==> config.mk <==
export PLATFORM = sky130hd
export DESIGN_NAME = tcoc_top
export DESIGN_NICKNAME = d
export VERILOG_FILES = /design/src/rtl/tcoc_pkg.sv /design/src/rtl/tcoc_chan.sv /design/src/rtl/tcoc_cmp.sv /design/src/rtl/tcoc_top.sv
export VERILOG_INCLUDE_DIRS = /design/src /design/src/rtl
export SDC_FILE = /design/constraint.sdc
export NUM_CORES = 1
export LEC_CHECK = 0
export ABC_AREA = 1
export ABC_CLOCK_PERIOD_IN_PS = 4470
export BUFFER_PORTS_ARGS = -buffer_cell sky130_fd_sc_hd__buf_2
export CORE_MARGIN = 1
export CORE_UTILIZATION = 29
export CTS_CLUSTER_DIAMETER = 30
export CTS_CLUSTER_SIZE = 28
export DETAILED_ROUTE_END_ITERATION = 10
export PLACE_DENSITY = 0.48
export SLEW_MARGIN = 25
export SYNTH_ARGS = -nofsm -noshare
export SYNTH_HDL_FRONTEND = slang
export SYNTH_HIERARCHICAL = 1
export SYNTH_SLANG_ARGS = --single-unit
==> constraint.sdc <==
create_clock -name I_MCLK -period 4.47 [get_ports I_MCLK]
set_input_delay 0.6705 -clock I_MCLK [delete_from_list [all_inputs] [get_ports I_MCLK]]
set_output_delay 0.6705 -clock I_MCLK [all_outputs]
set_load 0.005 [all_outputs]
==> src/rtl/tcoc_defines.svh <==
`ifndef TCOC_DEFINES_SVH
`define TCOC_DEFINES_SVH

// Register byte offsets
`define TCOC_OFS_CH1_CFG   8'h44
`define TCOC_OFS_CH2_CFG   8'h48
`define TCOC_OFS_CH3_CFG   8'h4C
`define TCOC_OFS_CHAN_EN   8'h50
`define TCOC_OFS_CMP1      8'h60
`define TCOC_OFS_CMP2      8'h64
`define TCOC_OFS_CMP3      8'h68
`define TCOC_OFS_ASYM1     8'h70
`define TCOC_OFS_ASYM2     8'h74
`define TCOC_OFS_ASYM3     8'h78
`define TCOC_OFS_STATUS    8'h7C

// Output configuration fields
`define TCOC_MODE_HI_BIT   8
`define TCOC_IMAE_BIT      5
`define TCOC_PRE_BIT       4
`define TCOC_CFG_MASK      32'h0000_0137
`define TCOC_EN_MASK       32'h0000_0777

// Reset values
`define TCOC_CFG_RST       32'h0000_0000
`define TCOC_EN_RST        32'h0000_0000
`define TCOC_CMP_RST       16'h0000

`endif

==> src/rtl/tcoc_pkg.sv <==
package tcoc_pkg;

  // Output mode encodings
  typedef enum logic [3:0] {
    TCOC_OM_HOLD   = 4'h0,
    TCOC_OM_CLR    = 4'h1,
    TCOC_OM_SET    = 4'h2,
    TCOC_OM_TOG    = 4'h3,
    TCOC_OM_FLO    = 4'h4,
    TCOC_OM_FHI    = 4'h5,
    TCOC_OM_PWM1   = 4'h6,
    TCOC_OM_PWM2   = 4'h7,
    TCOC_OM_APWM1  = 4'hE,
    TCOC_OM_APWM2  = 4'hF
  } tcoc_mode_t;

  // Per-channel configuration
  typedef struct packed {
    logic [3:0] mode;
    logic       imae;
    logic       pre;
  } tcoc_cfg_t;

  // Shared counter status from the time base
  typedef struct packed {
    logic [15:0] count;
    logic        down;
    logic        wrap;
    logic        update;
    logic        trigger;
  } tcoc_cnt_t;

endpackage

==> src/rtl/tcoc_chan.sv <==
`timescale 1ns/1ns
`default_nettype none

// One compare channel: reference generation
module tcoc_chan (
  // Clock and reset
  input  wire logic              i_clk,
  input  wire logic              i_rstn,
  // Configuration and counter
  input  wire tcoc_pkg::tcoc_cfg_t i_cfg,
  input  wire tcoc_pkg::tcoc_cnt_t i_cnt,
  input  wire logic [15:0]       i_cmp,
  input  wire logic [15:0]       i_asym,
  // Reference out
  output logic                   o_ref,
  output logic                   o_pulse
);

  logic ref_q;
  logic next_ref;
  logic pulse_q;
  logic next_pulse;
  logic is_pwm;
  logic match;
  logic up_lt;
  logic dn_gt;

  // Compare terms
  assign match  = (i_cnt.count == i_cmp);
  assign up_lt  = (i_cnt.count < i_cmp);
  assign is_pwm = (i_cfg.mode == tcoc_pkg::TCOC_OM_PWM1) ||
                  (i_cfg.mode == tcoc_pkg::TCOC_OM_PWM2);

  // Next reference level
  always_comb begin
    next_ref   = ref_q;
    next_pulse = pulse_q;
    dn_gt      = (i_cnt.count > i_cmp);
    // [RQ11] PWM-only pulse
    if (!is_pwm || !i_cfg.imae) begin
      next_pulse = 1'b0;
    // [RQ9] trigger starts pulse
    end else if (i_cnt.trigger) begin
      next_pulse = 1'b1;
    // [RQ10] wrap ends pulse
    end else if (i_cnt.wrap) begin
      next_pulse = 1'b0;
    end
    case (i_cfg.mode)
      // [RQ2] match actions
      tcoc_pkg::TCOC_OM_HOLD: next_ref = ref_q;
      tcoc_pkg::TCOC_OM_CLR:  if (match) next_ref = 1'b0;
      tcoc_pkg::TCOC_OM_SET:  if (match) next_ref = 1'b1;
      tcoc_pkg::TCOC_OM_TOG:  if (match) next_ref = ~ref_q;
      // [RQ3] forced levels
      tcoc_pkg::TCOC_OM_FLO:  next_ref = 1'b0;
      tcoc_pkg::TCOC_OM_FHI:  next_ref = 1'b1;
      // [RQ4] PWM mode 1
      tcoc_pkg::TCOC_OM_PWM1: next_ref = i_cnt.down ? !dn_gt : up_lt;
      // [RQ5] PWM mode 2
      tcoc_pkg::TCOC_OM_PWM2: next_ref = i_cnt.down ? dn_gt : !up_lt;
      // [RQ6] asymmetric mode 1
      tcoc_pkg::TCOC_OM_APWM1: next_ref = i_cnt.down ? !(i_cnt.count > i_asym) : up_lt;
      // [RQ7] asymmetric mode 2
      tcoc_pkg::TCOC_OM_APWM2: next_ref = i_cnt.down ? (i_cnt.count > i_asym) : !up_lt;
      default: next_ref = ref_q;
    endcase
    // [RQ9] matched level forced
    if (next_pulse) begin
      next_ref = (i_cfg.mode == tcoc_pkg::TCOC_OM_PWM1) ? 1'b1 : 1'b0;
    end
  end

  // Register state
  always_ff @(posedge i_clk or negedge i_rstn) begin
    if (!i_rstn) begin
      ref_q   <= 1'b0;
      pulse_q <= 1'b0;
    end else begin
      ref_q   <= next_ref;
      pulse_q <= next_pulse;
    end
  end

  assign o_ref   = ref_q;
  assign o_pulse = pulse_q;

  // [RQ3] forced low check
  a_force_low: assert property (@(posedge i_clk) disable iff (!i_rstn) // [RQ3]
    (i_cfg.mode == tcoc_pkg::TCOC_OM_FLO) |=> !ref_q)
    else $error("forced low mode left ref high");
  // [RQ3] forced high check
  a_force_high: assert property (@(posedge i_clk) disable iff (!i_rstn) // [RQ3]
    (i_cfg.mode == tcoc_pkg::TCOC_OM_FHI) |=> ref_q)
    else $error("forced high mode left ref low");
  // [RQ2] toggle check
  a_toggle_match: assert property (@(posedge i_clk) disable iff (!i_rstn) // [RQ2]
    (i_cfg.mode == tcoc_pkg::TCOC_OM_TOG && match) |=> (ref_q != $past(ref_q)))
    else $error("toggle on match missing");
  // [RQ2] hold check
  a_hold_level: assert property (@(posedge i_clk) disable iff (!i_rstn) // [RQ2]
    (i_cfg.mode == tcoc_pkg::TCOC_OM_HOLD) |=> $stable(ref_q))
    else $error("hold mode changed ref");
  // [RQ4] PWM1 up-count check
  a_pwm1_up: assert property (@(posedge i_clk) disable iff (!i_rstn) // [RQ4]
    (i_cfg.mode == tcoc_pkg::TCOC_OM_PWM1 && !i_cnt.down && !next_pulse)
    |=> (ref_q == $past(up_lt)))
    else $error("pwm1 up level wrong");
  // [RQ11] pulse only in PWM
  a_pulse_pwm: assert property (@(posedge i_clk) disable iff (!i_rstn) // [RQ11]
    pulse_q |-> $past(is_pwm))
    else $error("pulse outside pwm modes");
  // [RQ10] wrap ends pulse
  a_pulse_end: assert property (@(posedge i_clk) disable iff (!i_rstn) // [RQ10]
    (pulse_q && i_cnt.wrap && !i_cnt.trigger) |=> !pulse_q)
    else $error("pulse survived wrap");
  c_pulse: cover property (@(posedge i_clk) disable iff (!i_rstn) $rose(pulse_q));
  c_toggle: cover property (@(posedge i_clk) disable iff (!i_rstn)
    i_cfg.mode == tcoc_pkg::TCOC_OM_TOG && match);
  c_asym: cover property (@(posedge i_clk) disable iff (!i_rstn)
    i_cfg.mode == tcoc_pkg::TCOC_OM_APWM1 && i_cnt.down);

endmodule

`default_nettype wire

==> src/rtl/tcoc_cmp.sv <==
`include "tcoc_defines.svh"
`timescale 1ns/1ns
`default_nettype none

// Compare value with optional preload buffer
module tcoc_cmp (
  // Clock and reset
  input  wire logic        i_clk,
  input  wire logic        i_rstn,
  // Write side
  input  wire logic        i_we,
  input  wire logic [15:0] i_data,
  input  wire logic        i_pre,
  input  wire logic        i_update,
  // Values
  output logic [15:0]      o_active,
  output logic [15:0]      o_shadow
);

  logic [15:0] act;
  logic [15:0] shd;
  logic [15:0] next_act;
  logic [15:0] next_shd;

  // [RQ12] preload or direct
  always_comb begin
    next_shd = i_we ? i_data : shd;
    next_act = act;
    if (!i_pre && i_we) begin
      next_act = i_data;
    end else if (i_pre && i_update) begin
      next_act = shd;
    end
  end

  // Register values
  always_ff @(posedge i_clk or negedge i_rstn) begin
    if (!i_rstn) begin
      act <= `TCOC_CMP_RST;
      shd <= `TCOC_CMP_RST;
    end else begin
      act <= next_act;
      shd <= next_shd;
    end
  end

  assign o_active = act;
  assign o_shadow = shd;

  // [RQ12] direct write check
  a_direct_write: assert property (@(posedge i_clk) disable iff (!i_rstn) // [RQ12]
    (i_we && !i_pre) |=> (act == $past(i_data)))
    else $error("direct compare write lost");
  // [RQ12] preload holds
  a_preload_hold: assert property (@(posedge i_clk) disable iff (!i_rstn) // [RQ12]
    (i_pre && !i_update) |=> $stable(act))
    else $error("active changed without update");
  c_preload: cover property (@(posedge i_clk) disable iff (!i_rstn) i_pre && i_update);

endmodule

`default_nettype wire

==> src/rtl/tcoc_top.sv <==
// The Wishbone slave port is this design's own decision.
`include "tcoc_defines.svh"
`timescale 1ns/1ns
`default_nettype none

// What this block does
// [RQ1] Four-bit output mode per channel, bit 8 and bits 2:0.
// [RQ2] On match: 0000 hold, 0001 low, 0010 high, 0011 toggle.
// [RQ3] Mode 0100 forces low, 0101 forces high.
// [RQ4] PWM1: up active below compare; down inactive above compare.
// [RQ5] PWM2: up inactive below compare; down active above compare.
// [RQ6] Asym PWM1: up like PWM1; down uses asymmetric compare.
// [RQ7] Asym PWM2: up like PWM2; down uses asymmetric compare.
// [RQ8] Software sets center-aligned counting before asymmetric modes.
// [RQ9] Bit 5 with trigger forces matched level at once.
// [RQ10] Immediate pulse ends at next overflow or underflow.
// [RQ11] Immediate pulse works only in PWM modes 0110 and 0111.
// [RQ12] Bit 4 preloads compare, moved at update event.
// [RQ13] Output channel enable routes reference to pin, gated by main enable.
// [RQ14] Input channel enable gates capture.
module tcoc_top (
  // Clock and reset
  input  wire logic        I_MCLK,
  input  wire logic        I_RSTN,
  // Wishbone slave
  input  wire logic        I_WB_CYC,
  input  wire logic        I_WB_STB,
  input  wire logic        I_WB_WE,
  input  wire logic [7:0]  I_WB_ADR,
  input  wire logic [3:0]  I_WB_SEL,
  input  wire logic [31:0] I_WB_DAT,
  output logic [31:0]      O_WB_DAT,
  output logic             O_WB_ACK,
  // Time base
  input  wire logic [15:0] I_COUNTER_VALUE,
  input  wire logic        I_COUNT_DOWN,
  input  wire logic        I_WRAP,
  input  wire logic        I_UPDATE,
  input  wire logic        I_TRIGGER,
  input  wire logic        I_MAIN_OUTPUT_ENABLE,
  input  wire logic [2:0]  I_DIRECTION_SELECT,
  // Channel outputs
  output logic [2:0]       O_CHAN_OUT,
  output logic [2:0]       O_CAPTURE_EN
);

  logic [31:0]         cfg_reg [3];
  logic [31:0]         next_cfg [3];
  logic [31:0]         en_reg;
  logic [31:0]         next_en;
  logic [31:0]         rd_data;
  logic [31:0]         next_dat;
  logic                next_ack;
  logic                ack_q;
  logic [31:0]         dat_q;
  logic [2:0]          out_q;
  logic [2:0]          next_out;
  logic [2:0]          cap_q;
  logic [2:0]          next_cap;
  logic [2:0]          chan_ref;
  logic [2:0]          chan_pulse;
  logic [2:0]          cmp_we;
  logic [2:0]          asym_we;
  logic [15:0]         cmp_act [3];
  logic [15:0]         cmp_shd [3];
  logic [15:0]         asym_act [3];
  logic [15:0]         asym_shd [3];
  logic                wr;
  tcoc_pkg::tcoc_cfg_t cfg [3];
  tcoc_pkg::tcoc_cnt_t cnt;

  // Write data merged under byte lanes
  function automatic logic [31:0] merge(input logic [31:0] old, input logic [31:0] nw,
                                        input logic [3:0] sel, input logic [31:0] mask);
    logic [31:0] r;
    r = old;
    for (int b = 0; b < 4; b++) begin
      if (sel[b]) begin
        r[b*8 +: 8] = nw[b*8 +: 8];
      end
    end
    return r & mask;
  endfunction

  // Counter status bundle
  assign cnt = '{count: I_COUNTER_VALUE, down: I_COUNT_DOWN, wrap: I_WRAP,
                 update: I_UPDATE, trigger: I_TRIGGER};
  assign wr  = I_WB_CYC && I_WB_STB && I_WB_WE && !ack_q;

  // Write strobes for compare values
  assign cmp_we[0]  = wr && (I_WB_ADR == `TCOC_OFS_CMP1);
  assign cmp_we[1]  = wr && (I_WB_ADR == `TCOC_OFS_CMP2);
  assign cmp_we[2]  = wr && (I_WB_ADR == `TCOC_OFS_CMP3);
  assign asym_we[0] = wr && (I_WB_ADR == `TCOC_OFS_ASYM1);
  assign asym_we[1] = wr && (I_WB_ADR == `TCOC_OFS_ASYM2);
  assign asym_we[2] = wr && (I_WB_ADR == `TCOC_OFS_ASYM3);

  // Configuration writes
  always_comb begin
    next_cfg[0] = cfg_reg[0];
    next_cfg[1] = cfg_reg[1];
    next_cfg[2] = cfg_reg[2];
    next_en     = en_reg;
    if (wr) begin
      case (I_WB_ADR)
        `TCOC_OFS_CH1_CFG: next_cfg[0] = merge(cfg_reg[0], I_WB_DAT, I_WB_SEL, `TCOC_CFG_MASK);
        `TCOC_OFS_CH2_CFG: next_cfg[1] = merge(cfg_reg[1], I_WB_DAT, I_WB_SEL, `TCOC_CFG_MASK);
        `TCOC_OFS_CH3_CFG: next_cfg[2] = merge(cfg_reg[2], I_WB_DAT, I_WB_SEL, `TCOC_CFG_MASK);
        `TCOC_OFS_CHAN_EN: next_en = merge(en_reg, I_WB_DAT, I_WB_SEL, `TCOC_EN_MASK);
        default: next_en = en_reg;
      endcase
    end
  end

  // Read mux
  always_comb begin
    case (I_WB_ADR)
      `TCOC_OFS_CH1_CFG: rd_data = cfg_reg[0];
      `TCOC_OFS_CH2_CFG: rd_data = cfg_reg[1];
      `TCOC_OFS_CH3_CFG: rd_data = cfg_reg[2];
      `TCOC_OFS_CHAN_EN: rd_data = en_reg;
      `TCOC_OFS_CMP1:    rd_data = {16'h0000, cmp_shd[0]};
      `TCOC_OFS_CMP2:    rd_data = {16'h0000, cmp_shd[1]};
      `TCOC_OFS_CMP3:    rd_data = {16'h0000, cmp_shd[2]};
      `TCOC_OFS_ASYM1:   rd_data = {16'h0000, asym_shd[0]};
      `TCOC_OFS_ASYM2:   rd_data = {16'h0000, asym_shd[1]};
      `TCOC_OFS_ASYM3:   rd_data = {16'h0000, asym_shd[2]};
      `TCOC_OFS_STATUS:  rd_data = {26'h0, chan_pulse, chan_ref};
      default:           rd_data = 32'h0000_0000;
    endcase
  end

  // Bus answer: one wait cycle, ack for one cycle
  always_comb begin
    next_ack = I_WB_CYC && I_WB_STB && !ack_q;
    next_dat = (next_ack && !I_WB_WE) ? rd_data : 32'h0000_0000;
  end

  // Channel configuration unpack and pin gating
  always_comb begin
    for (int c = 0; c < 3; c++) begin
      // [RQ1] mode bit layout
      cfg[c].mode = {cfg_reg[c][`TCOC_MODE_HI_BIT], cfg_reg[c][2:0]};
      cfg[c].imae = cfg_reg[c][`TCOC_IMAE_BIT];
      cfg[c].pre  = cfg_reg[c][`TCOC_PRE_BIT];
      // [RQ13] enable routes ref
      next_out[c] = en_reg[c*4] && !I_DIRECTION_SELECT[c] &&
                    I_MAIN_OUTPUT_ENABLE && chan_ref[c];
      // [RQ14] enable gates capture
      next_cap[c] = en_reg[c*4] && I_DIRECTION_SELECT[c];
    end
  end

  // Register bank and outputs
  always_ff @(posedge I_MCLK or negedge I_RSTN) begin
    if (!I_RSTN) begin
      cfg_reg[0] <= `TCOC_CFG_RST;
      cfg_reg[1] <= `TCOC_CFG_RST;
      cfg_reg[2] <= `TCOC_CFG_RST;
      en_reg     <= `TCOC_EN_RST;
      ack_q      <= 1'b0;
      dat_q      <= 32'h0000_0000;
      out_q      <= 3'h0;
      cap_q      <= 3'h0;
    end else begin
      cfg_reg[0] <= next_cfg[0];
      cfg_reg[1] <= next_cfg[1];
      cfg_reg[2] <= next_cfg[2];
      en_reg     <= next_en;
      ack_q      <= next_ack;
      dat_q      <= next_dat;
      out_q      <= next_out;
      cap_q      <= next_cap;
    end
  end

  assign O_WB_ACK     = ack_q;
  assign O_WB_DAT     = dat_q;
  assign O_CHAN_OUT   = out_q;
  assign O_CAPTURE_EN = cap_q;

  // Per-channel compare storage and reference logic
  for (genvar g = 0; g < 3; g++) begin : g_chan
    tcoc_cmp u_cmp (
      .i_clk    (I_MCLK),
      .i_rstn   (I_RSTN),
      .i_we     (cmp_we[g]),
      .i_data   (I_WB_DAT[15:0]),
      .i_pre    (cfg[g].pre),
      .i_update (I_UPDATE),
      .o_active (cmp_act[g]),
      .o_shadow (cmp_shd[g])
    );
    tcoc_cmp u_asym (
      .i_clk    (I_MCLK),
      .i_rstn   (I_RSTN),
      .i_we     (asym_we[g]),
      .i_data   (I_WB_DAT[15:0]),
      .i_pre    (cfg[g].pre),
      .i_update (I_UPDATE),
      .o_active (asym_act[g]),
      .o_shadow (asym_shd[g])
    );
    tcoc_chan u_chan (
      .i_clk   (I_MCLK),
      .i_rstn  (I_RSTN),
      .i_cfg   (cfg[g]),
      .i_cnt   (cnt),
      .i_cmp   (cmp_act[g]),
      .i_asym  (asym_act[g]),
      .o_ref   (chan_ref[g]),
      .o_pulse (chan_pulse[g])
    );
  end

  // [RQ13] disabled output low
  a_out_disabled: assert property (@(posedge I_MCLK) disable iff (!I_RSTN) // [RQ13]
    !en_reg[0] |=> !out_q[0])
    else $error("disabled channel drove pin");
  // [RQ13] enabled output follows
  a_out_follow: assert property (@(posedge I_MCLK) disable iff (!I_RSTN) // [RQ13]
    (en_reg[4] && !I_DIRECTION_SELECT[1] && I_MAIN_OUTPUT_ENABLE) |=> out_q[1] == $past(chan_ref[1]))
    else $error("enabled output not following ref");
  // [RQ14] capture enable
  a_capture_en: assert property (@(posedge I_MCLK) disable iff (!I_RSTN) // [RQ14]
    (I_DIRECTION_SELECT[2] && en_reg[8]) |=> cap_q[2])
    else $error("capture not enabled");
  // Bus ack single cycle
  a_ack_pulse: assert property (@(posedge I_MCLK) disable iff (!I_RSTN)
    ack_q |=> !ack_q)
    else $error("ack held two cycles");
  c_write: cover property (@(posedge I_MCLK) disable iff (!I_RSTN) wr);

endmodule

`default_nettype wire

==> flow_metrics.tcl <==
set metrics [dict create \
    antenna_found_initial 1 \
    slew_violations 0 \
    grt_max_degree 110 \
    yosysMostFrequentCell "nand2_1" \
    synth_top_cell_area_share_pct 39.2 \
    hold_violations 0 \
    cts.sinks 248 \
    routabilityCongestion 0.878 \
    worstPathArrival_ns 3.00 \
    io_buffers 77 \
    ys_top_cells_by_area "dfrtp_1, nand2_1, inv_1" \
    path_max_fanout 22 \
    insertion_delay_ns 0.60 \
    synth_top_family_by_area "simple AND/OR/NAND/NOR gates" \
    synth_xor_area_share_pct 0 \
    track_usage_pct 20.2 \
    synth_compound_area_share_pct 7.97 \
    place_hpwl_microns 41500 \
    holdWs_ns 0.114 \
    syn2layout_area_growth_pct 20.5 \
    path_class "primary input to register" \
    fin_area_sq_um 19100 \
    status "finished clean" \
    drt-total-wl_microns 55200 \
    cts_tree "built" \
    cts-htree-levels 2 \
    rr_startpoint "O_WB_ACK" \
    instances_no_fill 3019 \
    ant_nets 0 \
    ir_worst_vdd_mv 0.280 \
    num-fill-cells 5600 \
    dp_cells 2904 \
    core_sq_um 53900 \
    initial_utilization_pct 29.4 \
    drc_errors 0 \
    fin_skew_ns 0.0204 \
    grt_overflow 0 \
    syn_inst 2177 \
    ys_types 34 \
    routedWlPerCell_microns 18.3 \
    async_flop_share_pct 100 \
    num-nets-final 2440 \
    die_area_sq_um 55500 \
    numCtsBuffers 61 \
    post_cts_resized 0 \
    synth_fa_ha_area_share_pct 7.58 \
    crit_start "I_WB_ADR[7]" \
    p_per_area_nw_per_um2 426 \
    period_minus_slack_ns 2.52 \
    grt_pass1_vias 13900 \
    rows 85 \
    fmax_mhz 398 \
    worst_pin_slew_ns 0.926 \
    drt_iter0_drc 986 \
    fin_ws_ns 1.95 \
    dr.pass1.iters 6 \
    synth-main-ff-cell "dfrtp_1" \
    final_util_pct 35.4 \
    r2r_setup_slack_ns 2.07 \
    end_kind "register" \
    fin_tns_setup_ns 0 \
    p_leak_nw 9.74 \
    synth_edf_count 0 \
    p_total_mw 8.14 \
    yosys.area.top_type "dfrtp_1" \
    critPathLaunchType "primary input" \
    io-pin-count 112 \
    synth_common_cells "nand2_1, inv_1, dfrtp_1" \
    yosys.area_share.simple_pct 32.2 \
    worstPathRequired_ns 4.95 \
    drv_cap 0 \
    ys_warn_count 6 \
    path_clk_slew_ns 0.05 \
    dpl_cell_area_sq_um 16800 \
    cts_max_path_buffers 3 \
    die_w_microns 236 \
    n_antenna_cell 0 \
    grt_first_pass_wirelength_microns 84400 \
    layout-drive-gt1-share_pct 16.2 \
    post_cts_buffers 0 \
    muxShareOfSynthArea_pct 0 \
    cts-root-buf "clkbuf_16" \
    setup_viol 0 \
    pre_cts_slack_ns 1.36 \
    fp.dieH_microns 236 \
    ys_seq_elements 248 \
    relSlewSlack_pct 38.3 \
    num_vias 14100 \
    vias_per_cell 4.66 \
    netlist_area_sq_um 15800 \
    rsz0062_at_grt "no" \
    hp-class "primary input to asynchronous set/reset pin" \
    ys_seq_area_share_pct 39.2 \
    syn_avg_cell_area_sq_um 7.27 \
    holdBufCountCts 0 \
    period_share_pct 56.3 \
]
power breakdown:
part,switching (mW),internal (mW)
clock network,1.48,3.45
logic,0.488,0.261
registers,0.0828,2.37
total,2.05,6.08
per-layer routing:
layer	track usage (%)	up-vias	wire length, microns
met4	7.25	0	1750
met5	0	-	0
li1	-	6939	-
met2	31.5	414	24300
met3	3.79	106	3350
met1	27.8	6608	25700
final timing paths:
kind	endpoint	depth (start not counted)
min	O_WB_ACK	1
min in group I_MCLK	O_CHAN_OUT[0]	2
max	g_chan[2].u_cmp/o_active[0]	11
max in group asynchronous	g_chan[2].u_chan/o_ref	2
max reg2reg	g_chan[0].u_asym/o_active[9]	9
min reg2reg	O_WB_ACK	1
placed cells by master, fill, tap and decap left out, drive strengths merged, types with 16 or more instances in the layout:
| cell | synthesis | layout |
|---|---|---|
| dfrtp | 248 | 248 |
| ha | 96 | 96 |
| o21ai | 178 | 178 |
| nand3 | 199 | 199 |
| nor2 | 120 | 120 |
| nand2 | 757 | 757 |
| conb | 1 | 16 |
| a21oi | 53 | 53 |
| clkbuf | 12 | 71 |
| nor3 | 19 | 19 |
| buf | 60 | 88 |
| inv | 403 | 410 |
final cells by class:
type	instances	area, sq um	share of cell area [%]
inverters	403	1550	8.11
multi-input cells	1469	7660	40.1
clock buffers	71	1610	8.46
well taps	696	871	4.56
clock inverters	44	681	3.57
repair buffers	88	503	2.64
flip-flops and latches	248	6210	32.5
worst max-delay path, stage by stage:
cell and delay (ns):
buf_2 0.10, inv_1 0.07, nand2_2 0.14, nor2_4 0.55
nand2_2 0.22, nor2_4 0.47, inv_1 0.11, nor2_2 0.34
nand2_1 0.10, nand2_1 0.15, nand2_1 0.07
cells by family (layout without fill, tap and decap cells):
group           count (synthesis)  after routing
other cells                     1             16
compound gates                244            244
buf+inv                       475            606
flops                         248            248
fa+ha+maj                      96             96
simple gates                 1113           1113
No activity file was read; power rests on OpenSTA's default activity.
